`config.mk`:
```
export PLATFORM = sky130hd
export DESIGN_NAME = fuser_ctrl
export DESIGN_NICKNAME = d
export VERILOG_FILES = /design/src/design/fuser_pkg.sv /design/src/design/ms_tick.sv /design/src/design/relay_safety.sv /design/src/design/fuser_ctrl.sv
export SDC_FILE = /design/constraint.sdc
export NUM_CORES = 1
export LEC_CHECK = 0
export BUFFER_PORTS_ARGS = -buffer_cell sky130_fd_sc_hd__buf_2
export CELL_PAD_IN_SITES_DETAIL_PLACEMENT = 0
export CELL_PAD_IN_SITES_GLOBAL_PLACEMENT = 1
export CORE_MARGIN = 4
export CORE_UTILIZATION = 48
export DETAILED_ROUTE_END_ITERATION = 8
export HOLD_SLACK_MARGIN = 0.15
export PLACE_DENSITY_LB_ADDON = 0.1
export SETUP_SLACK_MARGIN = 0.1
export SLEW_MARGIN = 30
export SYNTH_ARGS = -nofsm -noshare
export SYNTH_HDL_FRONTEND = slang
export SYNTH_SLANG_ARGS = --single-unit
```
`constraint.sdc`:
```
create_clock -name pclk -period 31.9 [get_ports pclk]
set_clock_uncertainty 0.1 [all_clocks]
set_input_delay 4.785 -clock pclk [delete_from_list [all_inputs] [get_ports pclk]]
set_output_delay 4.785 -clock pclk [all_outputs]
set_load 0.02 [all_outputs]
```
`src/design/fuser_pkg.sv`:
```
// Constants, register map and conversion helpers for the fuser heater control block.
// Assumes sense inputs are 12-bit millivolt codes from an external converter, synchronous to pclk.
// Function
// - Controller fails the fuser when main sense is at or below 0.9V or sub at or above 0.46V.
// - On controller failure, drop heater drive first, then stop the relay enable request.
// - After the relay request stops, safety drops main relay drive, then sub relay drive.
// - Safety circuit fails alone at main sense 0.8V or lower, or sub 0.41V or higher.
// - On its own failure, safety drops main relay drive first and sub relay drive second.
// - If sub reads below 50C at power-on, heat for a preset time before the motor starts.
// - Start-up heater power is picked from the sub reading at heater energisation.
// - Energised within 30 s of the last print, start-up control begins from current temperature.
// - Target rises step by step within a print and is adjusted by continuous print count.
// - Target temperature and engine speed come from the media type.
// - Between sheets the heater is held below the print target, by gap and media.
// - In standby the fuser is held near 76.7C for a fast first print.
// - Heater drive follows the sensed voltage so the heater settles at the current target.
// - Loss of the interlocked supply means the front cover is open, and is reported.
// - A sleep command stops the 24V and 5V supplies and asserts the power-save request.
// - A command ending sleep returns the controller to the wait period.
// - The low-mains input selects the 100V or 200V control parameter set.
package fuser_pkg;
  localparam int ADDR_W = 8;
  localparam logic [7:0] CTRL_OFS = 8'h00;
  localparam logic [7:0] AUTO_TARGET_OFS = 8'h04;
  localparam logic [7:0] GAP_DROP_OFS = 8'h08;
  localparam logic [7:0] STATUS_OFS = 8'h0c;
  localparam logic [7:0] INT_STATUS_OFS = 8'h10;
  localparam logic [7:0] INT_MASK_OFS = 8'h14;
  localparam int CTRL_ENABLE_BIT = 0;
  localparam int CTRL_MEDIA_LSB = 1;
  localparam int MEDIA_W = 5;
  localparam logic [11:0] AUTO_TARGET_RST = 12'h76c;
  localparam logic [7:0] GAP_DROP_RST = 8'h64;
  localparam int INT_W = 5;
  localparam int INT_CTRL_FAIL = 0;
  localparam int INT_SAFETY_FAIL = 1;
  localparam int INT_COVER_OPEN = 2;
  localparam int INT_SLEEP = 3;
  localparam int INT_WAKE = 4;
  localparam logic [11:0] CTRL_MAIN_FAIL_MV = 12'h384;
  localparam logic [11:0] CTRL_SUB_FAIL_MV = 12'h1cc;
  localparam logic [11:0] SAFE_MAIN_FAIL_MV = 12'h320;
  localparam logic [11:0] SAFE_SUB_FAIL_MV = 12'h19a;
  localparam int MAIN_MV_AT_ZERO = 3000;
  localparam int MAIN_MV_PER_KT10 = 913;
  localparam int SUB_MV_PER_KT10 = 161;
  localparam logic [11:0] STANDBY_T10 = 12'h2ff;
  localparam logic [11:0] COLD_SUB_T10 = 12'h1f4;
  localparam logic [11:0] COLD_START_T10 = 12'h0fa;
  localparam logic [11:0] WARM_SUB_T10 = 12'h3e8;
  localparam int CLK_HZ = 125_000_000;
  localparam int TICK_MS = 1;
  localparam int TICK_CYCLES = CLK_HZ / 1000 * TICK_MS;
  localparam int WARM_WINDOW_S = 30;
  localparam int WARM_WINDOW_MS = WARM_WINDOW_S * 1000;
  localparam int INIT_HEAT_MS = 2000;
  localparam int STEP_MS = 500;
  localparam logic [7:0] STEP_T10 = 8'h0a;
  localparam logic [7:0] STEP_MAX_T10 = 8'h32;
  localparam logic [5:0] COUNT_MAX = 6'h28;
  localparam logic [11:0] RAMP_MV_PER_MS = 12'h002;
  localparam logic [11:0] HYST_100_MV = 12'h014;
  localparam logic [11:0] HYST_200_MV = 12'h00a;
  localparam logic [4:0] DUTY_FULL = 5'h10;
  localparam logic [4:0] DUTY_200_CAP = 5'h0c;
  localparam logic [4:0] DUTY_WARM = 5'h08;
  localparam logic [1:0] SPEED_AUTO = 2'h0;
  localparam logic [1:0] SPEED_FULL = 2'h1;
  localparam logic [1:0] SPEED_HALF = 2'h2;
  localparam logic [1:0] SPEED_THIRD = 2'h3;

  typedef enum logic [2:0] {
    ST_IDLE, ST_INIT_HEAT, ST_STARTUP, ST_STANDBY, ST_PRINT, ST_SLEEP, ST_FAIL
  } fuser_state_t;

  function automatic logic [11:0] main_mv_of(input logic [11:0] t10);
    int v;
    v = MAIN_MV_AT_ZERO - (int'(t10) * MAIN_MV_PER_KT10) / 1000;
    if (v < 0) begin
      v = 0;
    end
    return v[11:0];
  endfunction

  function automatic logic [11:0] sub_mv_of(input logic [11:0] t10);
    int v;
    v = (int'(t10) * SUB_MV_PER_KT10) / 1000;
    return v[11:0];
  endfunction
endpackage

```
`src/design/ms_tick.sv`:
```
// Millisecond tick generator used to pace every slow timer of the fuser block.
// Assumes a free-running pclk; the period is a parameter so a bench can shorten it.
`timescale 1ns/100ps
module ms_tick #(
  parameter int CYCLES = fuser_pkg::TICK_CYCLES
) (
  input wire logic pclk,
  input wire logic presetn,
  output logic tick
);
  import fuser_pkg::*;
  logic [31:0] cnt_q;

  always_ff @(posedge pclk or negedge presetn) begin
    if (!presetn) begin
      cnt_q <= 32'h0;
      tick <= 1'b0;
    end else if (cnt_q == 32'(CYCLES - 1)) begin
      cnt_q <= 32'h0;
      tick <= 1'b1;
    end else begin
      cnt_q <= cnt_q + 32'h1;
      tick <= 1'b0;
    end
  end
endmodule

```
`src/design/relay_safety.sv`:
```
// Independent heater safety circuit driving the two heater relays.
// Assumes the sense codes are already synchronous; it never depends on the controller to trip.
`timescale 1ns/100ps
module relay_safety (
  input wire logic pclk,
  input wire logic presetn,
  input wire logic [11:0] main_temp_sense,
  input wire logic [11:0] sub_temp_sense,
  input wire logic relay_enable_request,
  output logic main_relay_drive,
  output logic sub_relay_drive,
  output logic safety_fail
);
  import fuser_pkg::*;
  logic trip;

  // Main threshold sits beyond the controller one, but the sub one (0.41V) is below the controller's 0.46V, so a rising sub reading trips this first.
  assign trip = (main_temp_sense <= SAFE_MAIN_FAIL_MV) || (sub_temp_sense >= SAFE_SUB_FAIL_MV);

  always_ff @(posedge pclk or negedge presetn) begin
    if (!presetn) begin
      safety_fail <= 1'b0;
    end else if (trip) begin
      safety_fail <= 1'b1;
    end
  end

  // Main opens in the first cycle, sub one cycle later; closing takes the reverse order.
  always_ff @(posedge pclk or negedge presetn) begin
    if (!presetn) begin
      main_relay_drive <= 1'b0;
      sub_relay_drive <= 1'b0;
    end else if (!relay_enable_request || safety_fail || trip) begin
      main_relay_drive <= 1'b0;
      sub_relay_drive <= main_relay_drive ? sub_relay_drive : 1'b0;
    end else begin
      sub_relay_drive <= 1'b1;
      main_relay_drive <= sub_relay_drive;
    end
  end
endmodule

```
`src/design/fuser_ctrl.sv`:
```
// Fuser heater temperature controller with APB registers, sequencing, sleep and protection.
// Assumes sense inputs and formatter commands are synchronous to pclk and command pulses last one cycle.
//
// Register access over APB and the placing of the registers were decided locally.
`timescale 1ns/100ps
module fuser_ctrl #(
  parameter int TICK_CYCLES = fuser_pkg::TICK_CYCLES,
  parameter int WARM_WINDOW_MS = fuser_pkg::WARM_WINDOW_MS,
  parameter int INIT_HEAT_MS = fuser_pkg::INIT_HEAT_MS,
  parameter int STEP_MS = fuser_pkg::STEP_MS
) (
  input wire logic pclk,
  input wire logic presetn,
  input wire logic psel,
  input wire logic penable,
  input wire logic pwrite,
  input wire logic [fuser_pkg::ADDR_W-1:0] paddr,
  input wire logic [31:0] pwdata,
  input wire logic [3:0] pstrb,
  output logic [31:0] prdata,
  output logic pready,
  output logic pslverr,
  input wire logic [11:0] main_temp_sense,
  input wire logic [11:0] sub_temp_sense,
  input wire logic low_mains_detect,
  input wire logic interlocked_supply,
  input wire logic print_active,
  input wire logic sheet_in_fuser,
  input wire logic sleep_cmd,
  input wire logic wake_cmd,
  output logic heater_drive,
  output logic relay_enable_request,
  output logic main_relay_drive,
  output logic sub_relay_drive,
  output logic fuser_motor_enable,
  output logic [1:0] engine_speed,
  output logic supply_off,
  output logic power_save_request,
  output logic cover_open,
  output logic irq
);
  import fuser_pkg::*;

  function automatic logic [13:0] media_entry(input logic [MEDIA_W-1:0] idx);
    logic [13:0] e;
    unique case (idx)
      5'd6, 5'd11, 5'd12, 5'd15, 5'd16, 5'd20: e = {SPEED_HALF, 12'h708};
      5'd4, 5'd18, 5'd19: e = {SPEED_THIRD, 12'h708};
      5'd10: e = {SPEED_FULL, 12'h6d6};
      5'd13, 5'd14: e = {SPEED_HALF, 12'h6a4};
      5'd17: e = {SPEED_THIRD, 12'h672};
      5'd0, 5'd1: e = {SPEED_AUTO, 12'h000};
      default: e = {SPEED_FULL, 12'h79e};
    endcase
    return e;
  endfunction

  logic tick;
  logic safety_fail;
  fuser_state_t state_q;
  logic enable_q;
  logic [MEDIA_W-1:0] media_q;
  logic [11:0] auto_target_q;
  logic [7:0] gap_drop_q;
  logic [INT_W-1:0] int_status_q;
  logic [INT_W-1:0] int_mask_q;
  logic [INT_W-1:0] int_event;
  logic ctrl_fail_q;
  logic heat_off_q;
  logic cover_q;
  logic mains_100_q;
  logic [15:0] timer_ms_q;
  logic [15:0] since_print_q;
  logic [15:0] step_ms_q;
  logic [7:0] step_q;
  logic [5:0] count_q;
  logic sheet_q;
  logic [11:0] ramp_mv_q;
  logic [4:0] startup_duty_q;
  logic [3:0] pwm_q;
  logic heat_want_q;
  logic ctrl_trip;
  logic wr_en;
  logic rd_en;
  logic addr_ok;
  logic [13:0] media_e;
  logic [11:0] print_t10;
  logic [11:0] target_t10;
  logic [11:0] target_mv;
  logic [11:0] hyst_mv;
  logic [4:0] duty;
  logic [4:0] duty_cap;
  logic warm_start;
  logic cold_power_on;

  ms_tick #(.CYCLES(TICK_CYCLES)) u_tick (
    .pclk(pclk),
    .presetn(presetn),
    .tick(tick)
  );

  relay_safety u_safety (
    .pclk(pclk),
    .presetn(presetn),
    .main_temp_sense(main_temp_sense),
    .sub_temp_sense(sub_temp_sense),
    .relay_enable_request(relay_enable_request),
    .main_relay_drive(main_relay_drive),
    .sub_relay_drive(sub_relay_drive),
    .safety_fail(safety_fail)
  );

  // Zero-wait slave: every access completes in its first access cycle.
  assign pready = 1'b1;
  assign addr_ok = (paddr == CTRL_OFS) || (paddr == AUTO_TARGET_OFS) || (paddr == GAP_DROP_OFS) ||
                   (paddr == STATUS_OFS) || (paddr == INT_STATUS_OFS) || (paddr == INT_MASK_OFS);
  assign pslverr = psel && penable && !addr_ok;
  assign wr_en = psel && penable && pwrite && addr_ok;
  assign rd_en = psel && !penable && !pwrite;

  always_ff @(posedge pclk or negedge presetn) begin
    if (!presetn) begin
      enable_q <= 1'b0;
      media_q <= '0;
      auto_target_q <= AUTO_TARGET_RST;
      gap_drop_q <= GAP_DROP_RST;
      int_mask_q <= '0;
    end else if (wr_en) begin
      if (paddr == CTRL_OFS && pstrb[0]) begin
        enable_q <= pwdata[CTRL_ENABLE_BIT];
        media_q <= pwdata[CTRL_MEDIA_LSB +: MEDIA_W];
      end
      if (paddr == AUTO_TARGET_OFS && pstrb[0]) begin
        auto_target_q[7:0] <= pwdata[7:0];
      end
      if (paddr == AUTO_TARGET_OFS && pstrb[1]) begin
        auto_target_q[11:8] <= pwdata[11:8];
      end
      if (paddr == GAP_DROP_OFS && pstrb[0]) begin
        gap_drop_q <= pwdata[7:0];
      end
      if (paddr == INT_MASK_OFS && pstrb[0]) begin
        int_mask_q <= pwdata[INT_W-1:0];
      end
    end
  end

  // Read data is registered in the setup cycle so it is stable through the access phase.
  always_ff @(posedge pclk or negedge presetn) begin
    if (!presetn) begin
      prdata <= 32'h0;
    end else if (rd_en) begin
      unique case (paddr)
        CTRL_OFS: prdata <= {26'h0, media_q, enable_q};
        AUTO_TARGET_OFS: prdata <= {20'h0, auto_target_q};
        GAP_DROP_OFS: prdata <= {24'h0, gap_drop_q};
        STATUS_OFS: prdata <= {16'h0, main_relay_drive, sub_relay_drive, relay_enable_request, heater_drive,
                               safety_fail, ctrl_fail_q, cover_q, mains_100_q, engine_speed, power_save_request,
                               fuser_motor_enable, 1'b0, state_q};
        INT_STATUS_OFS: prdata <= {27'h0, int_status_q};
        INT_MASK_OFS: prdata <= {27'h0, int_mask_q};
        default: prdata <= 32'h0;
      endcase
    end
  end

  // A new event in the clearing cycle survives the write-one-to-clear.
  always_ff @(posedge pclk or negedge presetn) begin
    if (!presetn) begin
      int_status_q <= '0;
    end else begin
      int_status_q <= (int_status_q & ~((wr_en && paddr == INT_STATUS_OFS && pstrb[0]) ?
                      pwdata[INT_W-1:0] : '0)) | int_event;
    end
  end
  assign irq = |(int_status_q & int_mask_q);

  assign int_event[INT_CTRL_FAIL] = ctrl_trip && !ctrl_fail_q;
  assign int_event[INT_SAFETY_FAIL] = safety_fail && !(state_q == ST_FAIL);
  assign int_event[INT_COVER_OPEN] = !interlocked_supply && !cover_q;
  assign int_event[INT_SLEEP] = (state_q == ST_STANDBY || state_q == ST_IDLE) && sleep_cmd;
  assign int_event[INT_WAKE] = (state_q == ST_SLEEP) && wake_cmd;

  assign ctrl_trip = (main_temp_sense <= CTRL_MAIN_FAIL_MV) || (sub_temp_sense >= CTRL_SUB_FAIL_MV);

  always_ff @(posedge pclk or negedge presetn) begin
    if (!presetn) begin
      cover_q <= 1'b0;
      mains_100_q <= 1'b0;
    end else begin
      cover_q <= !interlocked_supply;
      mains_100_q <= low_mains_detect;
    end
  end
  assign cover_open = cover_q;

  // Heater drive goes low the cycle the fault is latched; the relay request follows one cycle later.
  always_ff @(posedge pclk or negedge presetn) begin
    if (!presetn) begin
      ctrl_fail_q <= 1'b0;
      heat_off_q <= 1'b0;
    end else begin
      if (ctrl_trip || safety_fail) begin
        ctrl_fail_q <= 1'b1;
      end
      heat_off_q <= ctrl_fail_q;
    end
  end
  assign relay_enable_request = !heat_off_q && (state_q != ST_SLEEP);

  assign cold_power_on = sub_temp_sense < sub_mv_of(COLD_SUB_T10);
  assign warm_start = since_print_q < 16'(WARM_WINDOW_MS);

  always_ff @(posedge pclk or negedge presetn) begin
    if (!presetn) begin
      state_q <= ST_IDLE;
    end else if (ctrl_fail_q) begin
      state_q <= ST_FAIL;
    end else begin
      unique case (state_q)
        ST_IDLE: begin
          if (sleep_cmd) begin
            state_q <= ST_SLEEP;
          end else if (enable_q) begin
            state_q <= cold_power_on ? ST_INIT_HEAT : ST_STARTUP;
          end
        end
        ST_INIT_HEAT: begin
          if (!enable_q) begin
            state_q <= ST_IDLE;
          end else if (timer_ms_q >= 16'(INIT_HEAT_MS)) begin
            state_q <= ST_STARTUP;
          end
        end
        ST_STARTUP: begin
          if (!enable_q) begin
            state_q <= ST_IDLE;
          end else if (ramp_mv_q <= main_mv_of(STANDBY_T10) && main_temp_sense <= main_mv_of(STANDBY_T10)) begin
            state_q <= ST_STANDBY;
          end
        end
        ST_STANDBY: begin
          if (!enable_q) begin
            state_q <= ST_IDLE;
          end else if (sleep_cmd) begin
            state_q <= ST_SLEEP;
          end else if (print_active && !cover_q) begin
            state_q <= ST_PRINT;
          end
        end
        ST_PRINT: begin
          if (!enable_q) begin
            state_q <= ST_IDLE;
          end else if (!print_active || cover_q) begin
            state_q <= ST_STANDBY;
          end
        end
        ST_SLEEP: begin
          if (wake_cmd) begin
            state_q <= enable_q ? ST_STARTUP : ST_IDLE;
          end
        end
        ST_FAIL: state_q <= ST_FAIL;
      endcase
    end
  end

  assign supply_off = (state_q == ST_SLEEP);
  assign power_save_request = (state_q == ST_SLEEP);

  always_ff @(posedge pclk or negedge presetn) begin
    if (!presetn) begin
      timer_ms_q <= 16'h0;
      since_print_q <= 16'(WARM_WINDOW_MS);
    end else begin
      if (state_q != ST_INIT_HEAT) begin
        timer_ms_q <= 16'h0;
      end else if (tick) begin
        timer_ms_q <= timer_ms_q + 16'h1;
      end
      if (state_q == ST_PRINT) begin
        since_print_q <= 16'h0;
      end else if (tick && since_print_q < 16'(WARM_WINDOW_MS)) begin
        since_print_q <= since_print_q + 16'h1;
      end
    end
  end

  // Start-up power and starting point are latched at energisation, then the ramp walks toward standby.
  always_ff @(posedge pclk or negedge presetn) begin
    if (!presetn) begin
      startup_duty_q <= DUTY_FULL;
      ramp_mv_q <= 12'h0;
    end else if (state_q != ST_STARTUP) begin
      startup_duty_q <= (sub_temp_sense >= sub_mv_of(WARM_SUB_T10)) ? DUTY_WARM : DUTY_FULL;
      ramp_mv_q <= warm_start ? main_temp_sense : main_mv_of(COLD_START_T10);
    end else if (tick && ramp_mv_q > main_mv_of(STANDBY_T10) + RAMP_MV_PER_MS) begin
      ramp_mv_q <= ramp_mv_q - RAMP_MV_PER_MS;
    end else if (tick) begin
      ramp_mv_q <= main_mv_of(STANDBY_T10);
    end
  end

  // Within a print the target climbs in steps; each finished sheet up to the 40th adds to the continuous count.
  always_ff @(posedge pclk or negedge presetn) begin
    if (!presetn) begin
      step_ms_q <= 16'h0;
      step_q <= 8'h0;
      count_q <= 6'h0;
      sheet_q <= 1'b0;
    end else begin
      sheet_q <= sheet_in_fuser;
      if (state_q != ST_PRINT) begin
        step_ms_q <= 16'h0;
        step_q <= 8'h0;
        count_q <= 6'h0;
      end else begin
        if (!sheet_in_fuser) begin
          step_ms_q <= 16'h0;
          step_q <= 8'h0;
        end else if (tick && step_ms_q >= 16'(STEP_MS - 1)) begin
          step_ms_q <= 16'h0;
          step_q <= (step_q < STEP_MAX_T10) ? step_q + STEP_T10 : step_q;
        end else if (tick) begin
          step_ms_q <= step_ms_q + 16'h1;
        end
        if (sheet_q && !sheet_in_fuser && count_q < COUNT_MAX) begin
          count_q <= count_q + 6'h1;
        end
      end
    end
  end

  assign media_e = media_entry(media_q);
  assign engine_speed = media_e[13:12];
  // Every fourth continuous sheet up to the 40th trims one degree, since the roller holds more heat over a run.
  assign print_t10 = ((media_e[11:0] == 12'h0) ? auto_target_q : media_e[11:0]) + 12'(step_q) -
                     12'({count_q[5:2], 3'h0}) - 12'({count_q[5:2], 1'h0});

  always_comb begin
    target_t10 = STANDBY_T10;
    if (state_q == ST_PRINT) begin
      target_t10 = sheet_in_fuser ? print_t10 : print_t10 - 12'(gap_drop_q);
    end
  end

  assign target_mv = (state_q == ST_STARTUP && ramp_mv_q > main_mv_of(target_t10)) ? ramp_mv_q :
                     main_mv_of(target_t10);
  assign hyst_mv = mains_100_q ? HYST_100_MV : HYST_200_MV;
  assign duty_cap = mains_100_q ? DUTY_FULL : DUTY_200_CAP;
  assign duty = (state_q == ST_STARTUP && startup_duty_q < duty_cap) ? startup_duty_q : duty_cap;

  // Main sense falls as it heats, so a voltage above the target band means the sleeve is cold.
  always_ff @(posedge pclk or negedge presetn) begin
    if (!presetn) begin
      heat_want_q <= 1'b0;
      pwm_q <= 4'h0;
    end else begin
      if (tick) begin
        pwm_q <= pwm_q + 4'h1;
      end
      if ({1'b0, main_temp_sense} > {1'b0, target_mv} + {1'b0, hyst_mv}) begin
        heat_want_q <= 1'b1;
      end else if ({1'b0, main_temp_sense} + {1'b0, hyst_mv} < {1'b0, target_mv}) begin
        heat_want_q <= 1'b0;
      end
    end
  end

  always_ff @(posedge pclk or negedge presetn) begin
    if (!presetn) begin
      heater_drive <= 1'b0;
    end else if (ctrl_trip || ctrl_fail_q || safety_fail) begin
      heater_drive <= 1'b0;
    end else if (state_q == ST_INIT_HEAT) begin
      heater_drive <= 1'b1;
    end else if (state_q == ST_STARTUP || state_q == ST_STANDBY || state_q == ST_PRINT) begin
      heater_drive <= heat_want_q && ({1'b0, pwm_q} < duty);
    end else begin
      heater_drive <= 1'b0;
    end
  end

  assign fuser_motor_enable = (state_q == ST_STARTUP || state_q == ST_STANDBY || state_q == ST_PRINT) &&
                              !cover_q;
endmodule

```
# --- Word level (Yosys, flattened, before mapping) ---
# Memories as Yosys holds them, arrays and structs flattened.
# Cells that the tools add are included.
word_totals:
  reg_bits: 197
  rom_bits: 384
  mem_count: 1
mem_list:
  columns: ["memory", "depth", "width", "read_ports", "rd_clocked_by_memory_dff", "write_ports", "line_no", "rtl"]
  rows:
  - ["(name not given)", 32, 12, 1, 0, 0, "fuser_ctrl.sv:46", "unique case (idx)"]
op_classes:
  n_addsub: 15
  n_mul: 1
  div_mod_pow: 1
  magnitude_cmp: 20
  eq_ne: 26
  n_mux: 55
  bitwise_logic: 4
  n_reduce_logical: 73
ops:
  columns: ["operator", "n"]
  rows:
  - ["2-to-1 mux 16 bit", 8]
  - ["2-to-1 mux 12 bit", 9]
  - ["one-hot mux 16 bit (6 select lines)", 1]
  - ["adder 16 x 1 -> 16 bit (second input constant)", 3]
  - ["2-to-1 mux 3 bit", 13]
  - ["adder 32 x 1 -> 32 bit (second input constant)", 1]
  - ["divider 32 x 11 -> 32 bit (second input constant)", 1]
  - ["equality test 32 x 17 -> 1 bit (second input constant)", 1]
  - ["less-than comparator 32 x 1 -> 1 bit (second input constant)", 1]
  - ["2-to-1 mux 32 bit", 1]
  - ["2-to-1 mux 8 bit", 4]
  - ["subtractor 13 x 32 -> 32 bit (first input constant)", 1]
  - ["logical AND 1 bit", 30]
  - ["adder 12 x 5 -> 13 bit", 2]
  - ["2-to-1 mux 5 bit", 5]
  - ["greater-or-equal comparator 12 x 9 -> 1 bit (second input constant)", 2]
  - ["<= comparator 12 x 10 -> 1 bit (second input constant)", 2]
  - ["<= comparator 12 bit (second input constant)", 2]
  - ["multiplier 12 x 10 -> 22 bit (second input constant)", 1]
  - ["one-hot mux 3 bit (7 select lines)", 1]
  - ["equality test 8 x 4 -> 1 bit (second input constant)", 2]
  - ["equality test 8 x 5 -> 1 bit (second input constant)", 2]
  - ["greater-or-equal comparator 16 x 11 -> 1 bit (second input constant)", 1]
  - ["greater-or-equal comparator 16 x 9 -> 1 bit (second input constant)", 1]
  - ["other kinds (46)", 100]

# --- Depth between registers and ports, before layout ---
# An unclocked memory read counts as a cell.
logic_depth:
  depth_word: 20
  ltp_mapped: 123
  depth_no_buf: 112

# --- Modules after synthesis ---
# Synthesis repeated with hierarchy kept, for this count alone.
unflattened:
  cells_unflattened: 2800
  area_unflattened_um2: 22509.1
by_module_without_submodules:
  columns: ["module", "instances", "cells_each", "area_per_inst_um2", "seq_area_each_um2"]
  rows:
  - ["fuser_ctrl", 1, 2631, 20598.5, 3550.9]
  - ["ms_tick", 1, 150, 1721.7, 825.8]
  - ["relay_safety", 1, 19, 188.9, 75.1]

# --- Least setup slack after synthesis ---
# Ideal clock, no wire load.
synth_timing:
  path_kind: "input-to-reg"
  startpoint: "in sheet_in_fuser"
  endpoint: "reg heat_want_q"
  arrival_time_ps: 25138
  slack_ps: 6534
  path_stages: 94
  n_path_buf: 10
  cell_sequence: "clkbuf_1 nor3b_1 nor3_2 inv_1 clkbuf_1 fa_1 inv_1 fa_1 inv_1 ha_1 ha_1 inv_1 fa_1 inv_1 ha_1 a21oi_1 o21ai_0 a22o_1 [... 58 more ...] nor2_1 a21o_1 ha_1 a21o_1 a21oi_1 nor2b_1 o221ai_1 xnor2_1 ha_1 a21o_1 a21o_1 a21oi_1 o21ai_0 a21o_1 a21oi_1 nor2b_1 o32ai_1 o21ai_1"
synth_via:
  elab_chain_len: 13
synth_lines:
  columns: ["element", "line_no", "rtl"]
  rows:
  - ["from (decl)", "fuser_ctrl.sv:28", "input wire logic sheet_in_fuser,"]
  - ["2-to-1 mux 12 bit *", "fuser_ctrl.sv:343", "target_t10 = sheet_in_fuser ? print_t10 : print_t10 - 12'(gap_drop_q);"]
  - ["2-to-1 mux 12 bit *", "fuser_ctrl.sv:342", "if (state_q == ST_PRINT) begin"]
  - ["multiplier 12 x 10 -> 22 bit *", "fuser_pkg.sv:78", "v = MAIN_MV_AT_ZERO - (int'(t10) * MAIN_MV_PER_KT10) / 1000;"]
  - ["divider 32 x 11 -> 32 bit *", "fuser_pkg.sv:78", null]
  - ["subtractor 13 x 32 -> 32 bit *", "fuser_pkg.sv:78", null]
  - ["less-than comparator 32 x 1 -> 1 bit", "fuser_pkg.sv:79", "if (v < 0) begin"]
  - ["2-to-1 mux 12 bit *", "fuser_pkg.sv:79", null]
  - ["greater-than comparator 12 bit", "fuser_ctrl.sv:347", "assign target_mv = (state_q == ST_STARTUP && ramp_mv_q > main_mv_of(target_t10)) ? ramp_mv_q :"]
  - ["logical AND 1 bit", "fuser_ctrl.sv:347", null]
  - ["2-to-1 mux 12 bit *", "fuser_ctrl.sv:347", null]
  - ["adder 12 x 5 -> 13 bit", "fuser_ctrl.sv:362", "if ({1'b0, main_temp_sense} > {1'b0, target_mv} + {1'b0, hyst_mv}) begin"]
  - ["greater-than comparator 12 x 13 -> 1 bit", "fuser_ctrl.sv:362", null]
  - ["2-to-1 mux 1 bit or nonzero test 2 bit (tied branches)", null, null]
  - ["to (signal assigned)", "fuser_ctrl.sv:356", "heat_want_q <= 1'b0;"]
  - ["to (signal assigned)", "fuser_ctrl.sv:363", "heat_want_q <= 1'b1;"]
  - ["to (signal assigned)", "fuser_ctrl.sv:365", "heat_want_q <= 1'b0;"]
  - ["to (decl)", "fuser_ctrl.sv:81", "logic heat_want_q;"]
# Every way passes the cells marked *; elsewhere a longest branch is shown, timed or not.
# A chain may end at the register's enable or synchronous reset.

# --- Worst setup path in the final report ---
# Ends and elaborated chain as after synthesis.

==> impl_metrics.yaml <==
run_status:
  status: "finished, final reports clean"
power_and_ir_drop:
  peakVddDrop_mv: 0.0354
  power_mw: 0.498
  power_density_nw_per_um2: 21.4
  power.leakage_nw: 9.79
sta:
  finalSetupViolCount: 0
  rsz0062_at_grt: "false"
  max-slew-margin-rel: 0.320
  slew_viol_final: 0
  finalCritPeriodShare: 0.941
  hold-worst-slack_ps: 356
  fmax_mhz: 33.3
  period_minus_slack_ps: 30010
  fin_setup_tns_ps: 0
  tightest_slew_ps: 1020
  setup_slack_ps: 1890
  hold_viol: 0
clock_tree:
  clk_pin_slew_ps: 80
  clkSinkCount: 177
  ctsHoldBuffers: 0
  clock_latency_ps: 460
  cts_buffer_depth: 2
  h-tree-depth: 4
  cts_tree: "done"
  cts_root_buffer: "clkbuf_16"
  cts_inserted_buffers: 17
placement:
  dpl.hpwl_um: 52900
  numPortBuffers: 84
  gp_congestion: 0.929
  post-place-ws_ps: 1680
setup_path:
  crit-reg2reg-capture: "heat_want_q"
  crit_type: "in2reg"
  setup.worst_path.end_class: "register"
  cp_max_fo: 23
  critPathArrivalTime_ps: 30250
  rrSetupSlack_ps: 2860
  critPathRequiredTime_ps: 32140
  start_kind: "primary input"
  reg2reg_depth: 102
  reg2reg_from: "media_q[1]"
  cp_slowest_cell: "or4_1"
  cp_slowest_stage_delay_ps: 620
routing:
  drt_iter0_drc: 1523
  wl_per_cell_um: 19.8
  via_per_inst: 6.25
  drc: 0
  dr_total_vias: 21100
  drt-pass1-iter-count: 5
  wirelength_um: 66900
  antenna_left: 0
synthesis:
  synth-seq-cells: 177
  synthTopCellsByCount: "nor2_1 (274), nand2_1 (264), dfrtp_1 (159), ha_1 (158), a21oi_1 (156)"
  async_flop_share: 1.00
  yosysTopAreaCell: "dfrtp_1"
  synth_area_leaders: "dfrtp_1 (18%), ha_1 (9.1%), xnor2_1 (5.0%), nor2_1 (4.7%), nand2_1 (4.6%)"
  synth_top_area_share: 0.183
  synth-edff-count: 0
  post-synth-top-count-cell: "nor2_1"
  synth.avg_cell_area_um2: 7.92
  ys_types: 135
  synth_ff_type: "dfrtp_1"
  seq_area_frac_synth: 0.205
  syn-instance-count: 2746
  synth.cell_area_um2: 21700
  synth_warnings: 0
floorplanning:
  dieHeight_um: 221
  core_um2: 44500
  start_util: 0.489
  num_rows: 77
  dieArea_um2: 48800
  dieWidth_um: 221
  ios: 124
cells_and_area:
  drive_gt1_frac: 0.113
  syn_to_final_growth_pct: 7.08
  fill_cells: 4360
  multi_input_area_um2: 16300
  diodes: 0
  nets: 3044
  seq_area_um2: 4450
worst_hold_path:
  holdPathStages: 1
  hp-class: "reg2reg"
  holdCritStartpoint: "u_tick.cnt_q[0]"
  hold-path-endpoint: "u_tick.cnt_q[0]"
global_route:
  grt_start_max_net_pins: 62
  met3_usage: 0.0299
  busiest_layer: "met2"
  groute.usage.overall: 0.264
  grt_first_pass_wirelength_um: 109000
  antenna_found_initial: 1
  overflow: 0
  grtUsageMet1: 0.373
  met2_usage: 0.439
  first_global_vias: 20500
run:
  cap_violations: 0
[metal layers]
metal,vias to the layer above,wire [um]
met5,-,13
met4,2,1030
met3,68,3150
met2,598,31300
met1,10300,31400
li1,10200,-
[per-stage QoR]
stage | cell area (um^2) | cells | util
after floorplan | 21800 | 2761 | -
after global placement | 22600 | 3348 | 0.508
after detailed placement | 22600 | 3348 | 0.508
after CTS | 23300 | 3380 | 0.523
after global routing | 23300 | 3380 | 0.523
final | 23300 | 3380 | 0.523
[placed cells by master, fill, tap and decap left out, types with 16 or more instances in the layout]
cell	n
nand2_1	264
clkbuf_16	17
conb_1	17
nand4_1	54
buf_4	25
or3_1	27
nand3_1	113
a21oi_1	156
nor2_1	273
o21ai_1	38
xor2_1	69
nand2b_1	39
buf_2	83
fa_1	32
nor2b_1	32
xnor2_1	124
o211ai_1	27
inv_1	128
ha_1	158
mux2_2	46
o21ai_0	117
dfrtp_1	159
o31ai_1	25
nor3_1	89
o21a_1	16
and3_1	49
mux2i_1	26
a21o_1	49
and2_1	37
nor4_1	32
dfstp_2	18
a211oi_1	26
a31oi_1	25
and4_1	18
[how the worst max path moves through the flow]
stage	slack (ps)	end	depth (start not counted)	from
final	1890	heat_want_q	91	sheet_in_fuser
after global routing	120	heat_want_q	91	sheet_in_fuser
after CTS	2100	heat_want_q	90	sheet_in_fuser
after detailed placement	1680	heat_want_q	90	sheet_in_fuser
after global placement	2080	heat_want_q	90	sheet_in_fuser
after floorplan	6530	heat_want_q	94	sheet_in_fuser
[cells by family after synthesis]
| logic type | count (synthesis) | synth area share |
|---|---|---|
| muxes | 75 | 0.0385 |
| adders and majority gates | 190 | 0.120 |
| buffers and inverters | 243 | 0.0482 |
| AOI/OAI and AO/OA | 745 | 0.247 |
| other | 2 | 0.000345 |
| xor gates and xnor gates | 196 | 0.0805 |
| and+or+nand+nor | 1118 | 0.260 |
| DFF | 177 | 0.205 |
[report_power, final]
part / switching [mW] / internal, mW / leakage (nW)
registers: 0.00259 / 0.226 / 2.31
logic: 0.0228 / 0.0126 / 7.16
clock network: 0.115 / 0.118 / 0.320
total: 0.141 / 0.357 / 9.79
[repair_timing]
action                     CTS  global route
buffers inserted             0             0
setup endpoints to repair    0             1
gates resized for setup      0             3
[area by class of cell]
class	count	area share
well taps	592	0.0318
clock inverters	15	0.0103
multi-input cells	2341	0.701
repair buffers	109	0.0264
inverters	129	0.0208
clock buffers	17	0.0183
flip-flops and latches	177	0.191
[critical path: cells and delay by family]
kind                       cells  cell delay [ps]
AOI/OAI and AO/OA             44            12360
and+or+nand+nor               22             5920
adders and majority gates     10             3400
buffers and inverters         11             2190
xor gates and xnor gates       3              920
muxes                          1              560
[flip-flops by register name (all words and copies together) (netlist names), 4 cells and up]
name           cells
auto_target_q     12
count_q            6
gap_drop_q         8
int_mask_q         5
int_status_q       5
media_q            5
prdata            16
pwm_q              4
ramp_mv_q         12
since_print_q     16
step_ms_q         16
step_q             7
timer_ms_q        16
u_tick.cnt_q      32
Power figures use the tool's default switching activity.
